**src/hdl/pscr_regs.svh**
```systemverilog
// Purpose: Register addresses, bit positions and reset values of the power status and control bank.
// Assumes: 8-bit subaddresses and 8-bit register data.
// Notes: Definitions only.
`ifndef PSCR_REGS_SVH
`define PSCR_REGS_SVH
`define PSCR_ADDR_STATUS 8'h05
`define PSCR_ADDR_CONTROL 8'h06
`define PSCR_CTRL_RESET 1'b0
`define PSCR_BIT_ACQ 0
`define PSCR_BIT_PFEN 1
`define PSCR_BIT_BUTTON 4
`define PSCR_RSVD_HI 7
`define PSCR_RSVD_LO 2
`define PSCR_RSVD_ZERO 6'h00
`define PSCR_RD_UNMAPPED 8'h00
`define PSCR_RD_RESET 8'h00
`define PSCR_BAND_RESET 2'h0
`endif
```
**src/hdl/pscr_pkg.sv**
```systemverilog
// Purpose: Types shared by the power status and control bank.
// Assumes: Nothing beyond the register header.
// Notes: The status layout matches the read image of the status register.
`default_nettype none
package pscr_pkg;
  // Power state machine codes as reported in the status register.
  typedef enum logic [1:0] {
    PSCR_TRANSITIONAL = 2'b00,
    PSCR_WAIT_POWER_ENABLE = 2'b01,
    PSCR_ACTIVE = 2'b10,
    PSCR_SUSPEND = 2'b11
  } pscr_pwr_e;
  // Coin-cell acquisition sequencer states.
  typedef enum logic {
    PSCR_ACQ_IDLE = 1'b0,
    PSCR_ACQ_BUSY = 1'b1
  } pscr_acq_e;
  // Read image of the status register.
  typedef struct packed {
    logic [2:0] pad;
    logic button_level;
    pscr_pwr_e state;
    logic [1:0] coin_charge_band;
  } pscr_status_s;
  // Read image of the control register.
  typedef struct packed {
    logic [5:0] rsvd;
    logic powerfail_shutdown_en;
    logic coin_acquire_go;
  } pscr_ctrl_s;
endpackage
`default_nettype wire

```
**src/hdl/pscr_acq.sv**
```systemverilog
// Purpose: Coin-cell acquisition sequencer; issues a start to the comparator and keeps the last band.
// Assumes: The analog side pulses i_done with i_band_raw valid in the same cycle.
// Notes: A trigger that arrives while an acquisition runs is ignored.
`include "pscr_regs.svh"
`default_nettype none
module pscr_acq
  import pscr_pkg::*;
(
  // Clock and reset.
  input wire logic i_ref_clk,
  input wire logic i_rst_b,
  input wire logic i_clk_en,
  // Trigger and analog result.
  input wire logic i_go,
  input wire logic i_done,
  input wire logic [1:0] i_band_raw,
  // Results.
  output logic o_start,
  output logic [1:0] o_band,
  output logic o_valid
);
  pscr_acq_e state;
  pscr_acq_e next_state;
  logic take_go;
  logic take_done;

  // Decode the two events that move the sequencer.
  assign take_go = (state == PSCR_ACQ_IDLE) && i_go;
  assign take_done = (state == PSCR_ACQ_BUSY) && i_done;

  // Next state selection.
  always_comb begin
    case (state)
      PSCR_ACQ_IDLE: next_state = take_go ? PSCR_ACQ_BUSY : PSCR_ACQ_IDLE;
      PSCR_ACQ_BUSY: next_state = take_done ? PSCR_ACQ_IDLE : PSCR_ACQ_BUSY;
      default: next_state = PSCR_ACQ_IDLE;
    endcase
  end

  // Sequencer registers; the band only changes when a conversion completes.
  always_ff @(posedge i_ref_clk or negedge i_rst_b) begin
    if (!i_rst_b) begin
      state <= PSCR_ACQ_IDLE;
      o_start <= 1'b0;
      o_band <= `PSCR_BAND_RESET;
      o_valid <= 1'b0;
    end else if (i_clk_en) begin
      state <= next_state;
      o_start <= take_go;
      if (take_done) begin
        o_band <= i_band_raw;
        o_valid <= 1'b1;
      end
    end
  end
endmodule
`default_nettype wire

```
**src/hdl/pscr_core.sv**
```systemverilog
// Purpose: Host-visible status and control registers of the power management device.
// Assumes: The serial bus engine presents subaddress, strobes and data synchronous to i_ref_clk.
// Notes: Read data is registered one cycle after the read strobe; reads never change state.
// Summary of operation
// Status bit 4 reads 1 while the push-button pin is low and 0 while it is high.
// Status bits 3-2 report the power state: 0 transitional, 1 waiting for enable, 2 active, 3 suspend.
// Status bits 1-0 report the coin-cell band: 0 below low, 1 low to good, 2 good to ideal.
// Software runs an acquisition before trusting the coin-cell band.
// The control register sits at subaddress 0x06, resets to 0x00 and its bits 7-2 read zero.
// With the power-fail shutdown enable at 0 the comparator output has no effect on power state.
// With the enable at 1 a comparator trip shuts every rail down and enters the off state; o_rail_shutdown here follows the trip and drops when it clears.
// Writing 1 to bit 0 starts an acquisition and the bit clears itself; writing 0 does nothing.
// Reading status has no side effects and always mirrors the live pin, state and last result.
`include "pscr_regs.svh"
`default_nettype none
module pscr_core
  import pscr_pkg::*;
(
  // Clock, reset and clock enable.
  input wire logic i_ref_clk,
  input wire logic i_rst_b,
  input wire logic i_clk_en,
  // Register port from the serial bus engine.
  input wire logic [7:0] i_reg_addr,
  input wire logic i_reg_wr,
  input wire logic i_reg_rd,
  input wire logic [7:0] i_reg_wdata,
  output logic [7:0] o_rd_data,
  // Device status inputs.
  input wire logic i_push_button_pin,
  input wire logic [1:0] i_pwr_state,
  input wire logic i_powerfail_out_n,
  // Coin-cell comparator.
  input wire logic i_coin_acq_done,
  input wire logic [1:0] i_coin_band_raw,
  output logic o_coin_acq_start,
  output logic o_coin_band_valid,
  // Rail sequencer.
  output logic o_rail_shutdown
);
  logic powerfail_shutdown_en;
  logic coin_acquire_go;
  logic [1:0] coin_charge_band;
  logic wr_ctrl;
  logic go_write;
  logic next_go;
  logic [7:0] next_rd_data;
  pscr_status_s status_img;
  pscr_ctrl_s ctrl_img;
  pscr_status_s rd_status_view;
  pscr_ctrl_s rd_ctrl_view;

  // Read image selected by subaddress; unmapped addresses read zero.
  function automatic logic [7:0] rd_mux(input logic [7:0] addr, input pscr_status_s st, input pscr_ctrl_s ct);
    if (addr == `PSCR_ADDR_STATUS) begin
      rd_mux = st;
    end else if (addr == `PSCR_ADDR_CONTROL) begin
      rd_mux = ct;
    end else begin
      rd_mux = `PSCR_RD_UNMAPPED;
    end
  endfunction

  // Status image built from live inputs and the last acquisition result.
  assign status_img.pad = 3'h0;
  assign status_img.button_level = ~i_push_button_pin;
  assign status_img.state = pscr_pwr_e'(i_pwr_state);
  assign status_img.coin_charge_band = coin_charge_band;
  assign ctrl_img.rsvd = `PSCR_RSVD_ZERO;
  assign ctrl_img.powerfail_shutdown_en = powerfail_shutdown_en;
  assign ctrl_img.coin_acquire_go = coin_acquire_go;
  assign next_rd_data = rd_mux(i_reg_addr, status_img, ctrl_img);

  // Write decode; a written 1 wins over the self-clear in the same cycle.
  assign wr_ctrl = i_reg_wr && (i_reg_addr == `PSCR_ADDR_CONTROL);
  assign go_write = wr_ctrl && i_reg_wdata[`PSCR_BIT_ACQ];
  assign next_go = go_write;

  // Control register, read data and rail shutdown request.
  always_ff @(posedge i_ref_clk or negedge i_rst_b) begin
    if (!i_rst_b) begin
      powerfail_shutdown_en <= `PSCR_CTRL_RESET;
      coin_acquire_go <= `PSCR_CTRL_RESET;
      o_rd_data <= `PSCR_RD_RESET;
      o_rail_shutdown <= 1'b0;
    end else if (i_clk_en) begin
      if (wr_ctrl) begin
        powerfail_shutdown_en <= i_reg_wdata[`PSCR_BIT_PFEN];
      end
      coin_acquire_go <= next_go;
      if (i_reg_rd) begin
        o_rd_data <= next_rd_data;
      end
      o_rail_shutdown <= powerfail_shutdown_en && !i_powerfail_out_n;
    end
  end

  // Acquisition sequencer, started by the self-clearing go bit.
  pscr_acq u_acq (
    .i_ref_clk(i_ref_clk),
    .i_rst_b(i_rst_b),
    .i_clk_en(i_clk_en),
    .i_go(coin_acquire_go),
    .i_done(i_coin_acq_done),
    .i_band_raw(i_coin_band_raw),
    .o_start(o_coin_acq_start),
    .o_band(coin_charge_band),
    .o_valid(o_coin_band_valid)
  );

  // Read data seen through the register layouts, so the state, band and control-image checks name fields rather than bit positions.
  assign rd_status_view = o_rd_data;
  assign rd_ctrl_view = o_rd_data;
endmodule
`default_nettype wire

```
**config.mk**
```make
export PLATFORM = sky130hd
export DESIGN_NAME = pscr_core
export DESIGN_NICKNAME = d
export VERILOG_FILES = /design/src/hdl/pscr_pkg.sv /design/src/hdl/pscr_acq.sv /design/src/hdl/pscr_core.sv
export VERILOG_INCLUDE_DIRS = /design/src /design/src/hdl
export SDC_FILE = /design/constraint.sdc
export NUM_CORES = 1
export LEC_CHECK = 0
export CAP_MARGIN = 5
export CORE_MARGIN = 3
export CORE_UTILIZATION = 27
export DETAILED_ROUTE_END_ITERATION = 7
export DONT_BUFFER_PORTS = 1
export HOLD_SLACK_MARGIN = 0.05
export PLACE_DENSITY = 0.47
export RECOVER_POWER = 50
export SLEW_MARGIN = 20
export SYNTH_ARGS = -nofsm -noshare
export SYNTH_HDL_FRONTEND = slang
export SYNTH_SLANG_ARGS = --single-unit
```
**constraint.sdc**
```tcl
create_clock -name i_ref_clk -period 1.6 [get_ports i_ref_clk]
set_clock_uncertainty 0.1 [all_clocks]
set_input_delay 0.4 -clock i_ref_clk [delete_from_list [all_inputs] [get_ports i_ref_clk]]
set_output_delay 0.4 -clock i_ref_clk [all_outputs]
set_load 0.03 [all_outputs]
```
# [Yosys cells after proc, flatten, opt, wreduce, memory -nomap -nowiden]
# Index checks and enable logic that the tools add are counted.
[word_totals] register_bits=16 input_bits=28 output_inout_bits=11 word_cells=26
[classes] eq_ne=2 n_mux=5 bitwise=2 reduce_logical=9
[ops] op="$eq 8x3->1 const B" count=2
[ops] op="$mux 8" count=1
[ops] op="$reduce_and 2->1" count=3
[ops] op="$logic_and 1x1->1" count=5
[ops] op="$mux 1" count=2
[ops] op="$mux 2" count=1
[ops] op="$not 1->1" count=2
[ops] op="$pmux 1 s2" count=1
[ops] op="$logic_not 1->1" count=1

# [Depth between registers and ports, before layout]
# Gate-level depths: netlist of run 1.
[depth] depth_word=4 mapped_depth=4 mapped_depth_nobuf=3

# [By module]
# A second synthesis of run 1 with hierarchy kept.
[hier_totals] cells_unflattened=52 hier_area_um2=619.3
[by_module_without_submodules] module="pscr_core" instances=1 cells_each=39 area_per_inst_um2=424.2 seq_area_each_um2=200.2
[by_module_without_submodules] module="pscr_acq" instances=1 cells_each=13 area_per_inst_um2=195.2 seq_area_each_um2=125.1

# [Worst setup path before layout of run 1]
# Ideal clock, no wire load.
[synth_timing] path_kind="input -> register" start="input port i_reg_addr[3]" end="register powerfail_shutdown_en" setup_ns=0.125 arrival_time_ns=1.511 required_ns=1.375 setup_slack_ns=-0.136 stages=3 n_path_buf=0 path_cell_list="or4b_4 nor3_1 mux2_2"
[synth_via] elab_chain_len=3
[synth_rtl] element="start: declaration" line="pscr_core.sv:24" source="input wire logic [7:0] i_reg_addr,"
[synth_rtl] element="$eq 8x3->1 (no line)"
[synth_rtl] element="$logic_and 1x1->1" line="pscr_core.sv:75" source="assign wr_ctrl = i_reg_wr && (i_reg_addr == `PSCR_ADDR_CONTROL);"
[synth_rtl] element="$reduce_and 2->1 (no line)"
[synth_rtl] element="end signal: assignment" line="pscr_core.sv:82" source="powerfail_shutdown_en <= `PSCR_CTRL_RESET;"
[synth_rtl] element="end signal: assignment" line="pscr_core.sv:88" source="powerfail_shutdown_en <= i_reg_wdata[`PSCR_BIT_PFEN];"
[synth_rtl] element="end: declaration" line="pscr_core.sv:41" source="logic powerfail_shutdown_en;"
# Every way passes these cells.
# A chain may end at the register's enable or synchronous reset.

# [Worst setup path after layout of run 1]
[layout_timing] start="input port i_reg_addr[3]" end="register o_rd_data[2]"
[layout_via] elab_chain_len=2
[layout_rtl] element="$eq 8x3->1 (no line)"
[layout_rtl] element="$mux 8" line="pscr_core.sv:55" source="if (addr == `PSCR_ADDR_STATUS) begin"
[layout_rtl] element="end signal: assignment" line="pscr_core.sv:84" source="o_rd_data <= `PSCR_RD_RESET;"
[layout_rtl] element="end signal: assignment" line="pscr_core.sv:92" source="o_rd_data <= next_rd_data;"
[layout_rtl] element="end: declaration" line="pscr_core.sv:28" source="output logic [7:0] o_rd_data,"
# Every way passes these cells.

==> flow_summary.ini, run 1 <==
[status]
status = completed

[hold_path]
hold_class = in -> reg

[synthesis]
syn_area_per_cell_um2 = 11.8
seq_area_frac_synth = 0.521
synth_top_family_by_area = simple AND/OR/NAND/NOR gates
yosysMostFrequentCell = dfrtp_1
synth_warnings = 0
syn_area_um2 = 624
yosys.area.top_type = dfrtp_1
yosys.area_share.simple = 0.178
synth_cells = 53
yosys-top-cells-count = dfrtp_1 (13), inv_1 (4), mux2_2 (4), nand2_1 (4)
async_reset_ff_frac = 1.00
synth_xor_area_frac = 0
synth_mux_area_frac = 0.0721
synth_edf_count = 0
synth_cell_type_count = 21
ys_ff_latch = 13
ys_top_cells_by_area = dfrtp_1 (52%), mux2_2 (7.2%), or4b_4 (4.4%), a22o_1 (4.2%), buf_4 (3.6%)
synth_fa_ha_area_frac = 0
synth_compound_area_frac = 0.156
yosysTopAreaCellShare = 0.521
synth_ff_type = dfrtp_1

[floorplanning]
io_pins = 39
core_area_um2 = 2080
die_area_um2 = 2930
chipHeight_um = 54.1
start_util = 0.300
dieWidth_um = 54.1
rows = 16

[setup_path]
worstPathArrival_ns = 1.52
crit_fanout = 5
path_class = in -> reg
worst_setup_path_start_kind = primary input
cp.required_ns = 1.71
endpoint_kind = flip-flop

[power_and_ir_drop]
powerDensity_nw_per_um2 = 924
p_total_uw = 646
peakVddDrop_mv = 0.504
p_leak_nw = 0.306

[timing]
grt_setup_unrepaired = false
setup_violations = 0
setup_slack_ns = 0.188
tightest_slew_ns = 0.582
fmax_mhz = 708
post-route-min-period_ns = 1.41
hold_viol_final = 0
post-route-period-util = 0.883
relSlewSlack = 0.611
drv_slew = 0

[placement]
routabilityCongestion = 0.627
place_ws_ns = -0.105
numPortBuffers = 0
dp_hpwl_um = 981
place_inst = 80

[grt]
gr-total-overflow = 0
first_global_vias = 457
grt_max_degree = 14
grt_pass1_wl_mm = 1.97
grt.total_usage = 0.0964
antenna_found_initial = 0

[route]
dr_total_vias = 415
firstDrtPassIters = 3
drt_iter0_markers = 6
wl_per_cell_um = 14.6
wl_mm = 1.24
vias_per_cell = 4.88
ant_nets = 0
drc = 0

[clock_tree]
cts_max_path_buffers = 2
cts_tree = yes
clk_latency_ns = 0.26
cts-resized-gates = 0
cts.sinks = 13
post_cts_buffers = 0
clk_pin_slew_worst_paths_ns = 0.08
cts-buffers-inserted = 3
cts-htree-levels = 1
clock_tree.root_cell = clkbuf_4

[layout]
num_antenna_cells = 0
instances_no_fill = 85
drive_above_1_share = 0.293
area_growth_pct = 12.0
layout.nets = 87

[flow_run]
cap_viol_max_count = 0
## layout by cell type (no fill, tap or decap), types with 2 or more instances in the layout
cell | Yosys | routed
dfrtp_1 | 13 | 13
inv_1 | 4 | 4
nand2_1 | 4 | 4
nand3_1 | 3 | 3
mux2_2 | 4 | 3
a22o_1 | 3 | 3
conb_1 | 1 | 3
clkbuf_4 | 0 | 3
or4b_4 | 2 | 2
a21bo_2 | 2 | 2
o31ai_1 | 2 | 2
a21o_2 | 2 | 2
buf_4 | 3 | 2
## critical path, cell delays in order
cell and delay, ns:
or4b_4 0.56, nor4_4 0.37, a22o_1 0.19
## path summary, 6_finish.rpt
kind	depth (start not counted)	slack [ns]	end	from
setup / recovery	3	0.19	o_rd_data[2]	i_reg_addr[3]
hold / removal	1	0.13	o_rail_shutdown	i_clk_en
setup reg to reg	3	0.42	o_rd_data[0]	o_rd_data[0]
hold reg to reg	1	0.38	u_acq.o_start	u_acq.state
max in group asynchronous	1	0.55	coin_acquire_go	i_rst_b
min in group asynchronous	1	0.46	powerfail_shutdown_en	i_rst_b
## final cells by class
type	count	area (um2)
fill	224	1380
sequential	13	325
multi-input combinational	34	274
tap	27	33.8
clock buffer	4	26.3
timing repair buffer	3	25.0
inverter	4	15.0
## routing by layer
metal,wire (um),up-vias,global-route usage
met3,139,2,0.0748
met2,569,18,0.147
met4,6,0,0.0249
met1,525,198,0.104
met5,0,-,0
li1,-,197,-
## flip-flops by register name (all words and copies together) (netlist names)
signal and count:
u_acq.o_band 2, powerfail_shutdown_en 1, o_rd_data 5, o_rail_shutdown 1
u_acq.o_start 1, u_acq.o_valid 1, coin_acquire_go 1, u_acq.state 1
## cell families (layout without fill, tap and decap cells)
family          after synthesis  after routing
compound gates               12             12
buf+inv                       8             11
flops                        13             13
mux                           4              4
other cells                   1              3
simple gates                 15             15
## power by group
part | internal, mW | switching [mW] | leakage (nW) | total, mW
registers | 0.361 | 0.0273 | 0.172 | 0.388
logic | 0.0323 | 0.0296 | 0.118 | 0.0619
clock network | 0.0964 | 0.0996 | 0.0150 | 0.196
## stage by stage
step	util	hold WS, ns	cell area, um2	setup TNS [ns]
CTS	0.336	0.124	699	0
finish	0.336	0.131	699	0
floorplan	-	0.00441	641	-0.0561
detailed placement	0.319	0.00469	663	-0.583
global route	0.336	0.107	699	0
global placement	0.319	0.00472	663	-0.497
## repair_timing
action | in CTS | in global routing
endpoints found under the setup margin | 0 | 0
hold buffers | 1 | 0
hold endpoints to repair | 13 | 0
(Power assumes the default switching activity.)
==> run 2, diff against run 1 <==
Settings changed: PLACE_DENSITY 0.47 to 0.49.
Clock period 1.6 ns to 1.14 ns, I/O delays scaled along.
==> flow_summary.ini, run 2 (synthesis gave the netlist of run 1 again) <==
[hold_path]
hold_class = in -> reg

[layout]
area_growth_pct = 37.3
drive_above_1_share = 0.429
largest_register_ffs = 5
top_register = o_rd_data
largestRegisters = o_rd_data (5), u_acq.o_band (2)
final_cell_mix = dfrtp_1 (8), dlygate4sd3_1 (8), dfrtp_2 (5), buf_4 (5)
instances_no_fill = 97
num_antenna_cells = 0
layout.nets = 99

[clock_tree]
cts.sinks = 13
cts_max_path_buffers = 2
cts_tree = yes
clk_pin_slew_worst_paths_ns = 0.08
cts-htree-levels = 1
clk_latency_ns = 0.27
clock_tree.root_cell = clkbuf_4
cts-buffers-inserted = 3

[flow_run]
cap_viol_max_count = 0

[route]
wl_per_cell_um = 14.2
ant_nets = 0
dr_total_vias = 486
vias_per_cell = 5.01
drc = 0
wl_mm = 1.38
firstDrtPassIters = 4
drt_iter0_markers = 4

[placement]
place_ws_ns = -0.447
numPortBuffers = 0
routabilityCongestion = 0.731
place_inst = 83
dp_hpwl_um = 972

[floorplanning]
rows = 16
die_area_um2 = 2930
io_pins = 39
dieWidth_um = 54.1
chipHeight_um = 54.1
core_area_um2 = 2080
start_util = 0.300

[timing]
grt_setup_unrepaired = true
hold_viol_final = 0
relSlewSlack = 0.614
post-route-min-period_ns = 1.25
drv_slew = 0
tightest_slew_ns = 0.576
final.setup.tns_ns = -0.867
setup_violations = 14
post-route-period-util = 1.10
setup_slack_ns = -0.113
fmax_mhz = 798

[status]
failed_checks = setup timing
status = complete, but fails checks

[setup_path]
crit_fanout = 2
path_class = in -> reg
cp.required_ns = 1.21
worstPathArrival_ns = 1.32
endpoint_kind = flip-flop
worst_setup_path_start_kind = primary input

[power_and_ir_drop]
peakVddDrop_mv = 0.662
p_leak_nw = 0.361
powerDensity_nw_per_um2 = 1110

[grt]
antenna_found_initial = 0
gr-total-overflow = 0
grt_max_degree = 14
first_global_vias = 502
grt.total_usage = 0.0992
grt_pass1_wl_mm = 2.06
[run 2: layout make-up]
| type | instances | area (um2) |
|---|---|---|
| flip-flops and latches | 13 | 332 |
| repair buffers | 15 | 140 |
| clock buffers | 4 | 26.3 |
| fillers | 211 | 1220 |
| inverters | 4 | 15.0 |
| multi-input cells | 34 | 310 |
| well taps | 27 | 33.8 |
[run 2: what timing repair did]
item | CTS | global route
hold endpoints to repair | 20 | 1
endpoints found under the setup margin | 15 | 17
pin swaps | 1 | 1
hold buffers | 7 | 1
buffers inserted | 1 | 1
gates resized for setup | 6 | 8
[run 2: where the power goes]
| part | internal [mW] | switching, mW | leakage, nW |
|---|---|---|---|
| Sequential | 0.508 | 0.0389 | 0.165 |
| Clock | 0.136 | 0.153 | 0.0150 |
| Combinational | 0.0649 | 0.0514 | 0.181 |
[run 2: per-layer routing]
metal	vias to the layer above	track usage	part of all wire
li1	218	-	-
met1	246	0.114	0.41
met2	22	0.161	0.49
met3	0	0.0609	0.10
met4	0	0.0124	0
met5	-	0	0
[run 2: worst paths after layout]
path,startpoint,end,slack (ns),cells past startpoint
setup / recovery,i_reg_addr[0],powerfail_shutdown_en,-0.11,3
hold / removal,i_push_button_pin,o_rd_data[4],0.08,2
setup reg to reg,u_acq.state,u_acq.o_band[0],0.03,2
hold reg to reg,u_acq.state,u_acq.o_start,0.38,1
max in group asynchronous,i_rst_b,u_acq.o_valid,0.19,1
min in group asynchronous,i_rst_b,powerfail_shutdown_en,0.34,1
[run 2: critical path: stages]
cell	delay [ns]
or4b_4	0.52
nor3_2	0.20
mux2_4	0.31
[run 2: metrics by stage]
| stage | util | power (mW) | instance area, um2 | hold slack (ns) |
|---|---|---|---|---|
| after global routing | 0.412 | 1.01 | 857 | 0.0834 |
| after global placement | 0.329 | 0.635 | 686 | -0.110 |
| after detailed placement | 0.329 | 0.635 | 686 | -0.110 |
| after floorplan | - | 0.629 | 641 | -0.111 |
| after CTS | 0.390 | 0.965 | 812 | 0.0578 |
| final | 0.412 | 0.952 | 857 | 0.0832 |
==> run 3, diff against run 2 <==
Settings changed: CAP_MARGIN 5 to 20, MAX_ROUTING_LAYER from default to met4, REMOVE_ABC_BUFFERS from default to 1.
==> flow_summary.ini, run 3 (synthesis gave the netlist of run 1 again) <==
[timing]
post-route-period-util = 1.15
tightest_slew_ns = 0.576
relSlewSlack = 0.615
post-route-min-period_ns = 1.31
drv_slew = 0
setup_violations = 12
grt_setup_unrepaired = true
hold_viol_final = 0
setup_slack_ns = -0.171
final.setup.tns_ns = -1.02
fmax_mhz = 763

[layout]
area_growth_pct = 35.3
final_cell_mix = dfrtp_1 (8), dlygate4sd3_1 (8), dfrtp_2 (5)
drive_above_1_share = 0.435
top_register = o_rd_data
nFillCells = 218
largest_register_ffs = 5
multiInputGateArea_um2 = 304
num_antenna_cells = 0
largestRegisters = o_rd_data (5), u_acq.o_band (2)
layout.nets = 98
seq_area_um2 = 332

[route]
drt_iter0_markers = 1
drc = 0
vias_per_cell = 4.88
wl_per_cell_um = 14.3
ant_nets = 0
dr_total_vias = 468
firstDrtPassIters = 2
wl_mm = 1.38

[power_and_ir_drop]
powerDensity_nw_per_um2 = 1120
p_leak_nw = 0.368
peakVddDrop_mv = 0.699

[clock_tree]
cts_max_path_buffers = 2
cts.sinks = 13
cts_tree = yes
clk_pin_slew_worst_paths_ns = 0.07
post_cts_buffers = 0
cts-htree-levels = 1
clock_tree.root_cell = clkbuf_4
cts-buffers-inserted = 3
clk_latency_ns = 0.27

[status]
status = complete, but fails checks
failed_checks = setup timing

[setup_path]
cp-startpoint = i_reg_addr[6]
worst_setup_path_start_kind = primary input
cp.required_ns = 1.20
worstRegToRegCells = 2
r2r-end = u_acq.o_band[0]
crit_fanout = 3
rr_startpoint = u_acq.state
endpoint_kind = flip-flop
worstPathArrival_ns = 1.37
cp-endpoint = powerfail_shutdown_en
r2r_slack_ns = 0.04
path_class = in -> reg

[placement]
place_ws_ns = -0.548
dp_hpwl_mm = 1.02
numPortBuffers = 0
routabilityCongestion = 0.668

[hold_path]
hold_class = in -> reg

[floorplanning]
dieWidth_um = 54.1
start_util = 0.300
io_pins = 39
chipHeight_um = 54.1
die_area_um2 = 2930
core_area_um2 = 2080
rows = 16

[grt]
first_global_vias = 464
gr-total-overflow = 0
grt_pass1_wl_mm = 2.19
grt.total_usage = 0.111
antenna_found_initial = 0
grt_max_degree = 14

[flow_run]
cap_viol_max_count = 0
-- run 3: power breakdown --
group          internal, mW  switching [mW]
clock                 0.130           0.149
sequential            0.508          0.0411
combinational        0.0641          0.0513
-- run 3: repair_timing --
action | in CTS | in global routing
pin swaps | 2 | 0
endpoints found under the hold margin | 19 | 2
hold buffers | 6 | 2
setup endpoints to repair | 15 | 17
resized for setup | 10 | 5
-- run 3: worst max-delay path, cell delays in order --
cell	delay [ns]
or4b_4	0.57
nor3_4	0.20
mux2_4	0.32
-- run 3: how the worst min path moves through the flow --
| stage | start | to | depth (start not counted) |
|---|---|---|---|
| floorplan | i_rst_b | coin_acquire_go | 0 |
| global placement | i_rst_b | powerfail_shutdown_en | 0 |
| detailed placement | i_rst_b | powerfail_shutdown_en | 0 |
| CTS | i_clk_en | coin_acquire_go | 1 |
| global route | i_clk_en | o_rail_shutdown | 2 |
| finish | i_clk_en | o_rail_shutdown | 2 |
-- run 3: cell type report --
cell class	count	area share
tap	27	0.0400
clock inverter	1	0.00593
sequential	13	0.393
inverter	4	0.0178
timing repair buffer	14	0.157
multi-input combinational	34	0.360
clock buffer	3	0.0267
-- run 3: through the flow --
step / instances / power, mW / utilization / hold slack (ns) / area, um2
global route: 96 / 1.01 / 0.406 / 0.0519 / 845
detailed placement: 84 / 0.636 / 0.329 / -0.110 / 684
finish: 96 / 0.944 / 0.406 / 0.0655 / 845
global placement: 84 / 0.634 / 0.329 / -0.110 / 684
floorplan: 51 / 0.616 / - / -0.111 / 606
CTS: 94 / 0.954 / 0.392 / 0.0539 / 816
-- run 3: per-layer routing --
layer	global-route usage	up-vias	share of wire
li1	-	215	-
met1	0.130	231	0.40
met2	0.177	22	0.49
met3	0.0637	0	0.11
met4	0	0	0
met5	-	-	0
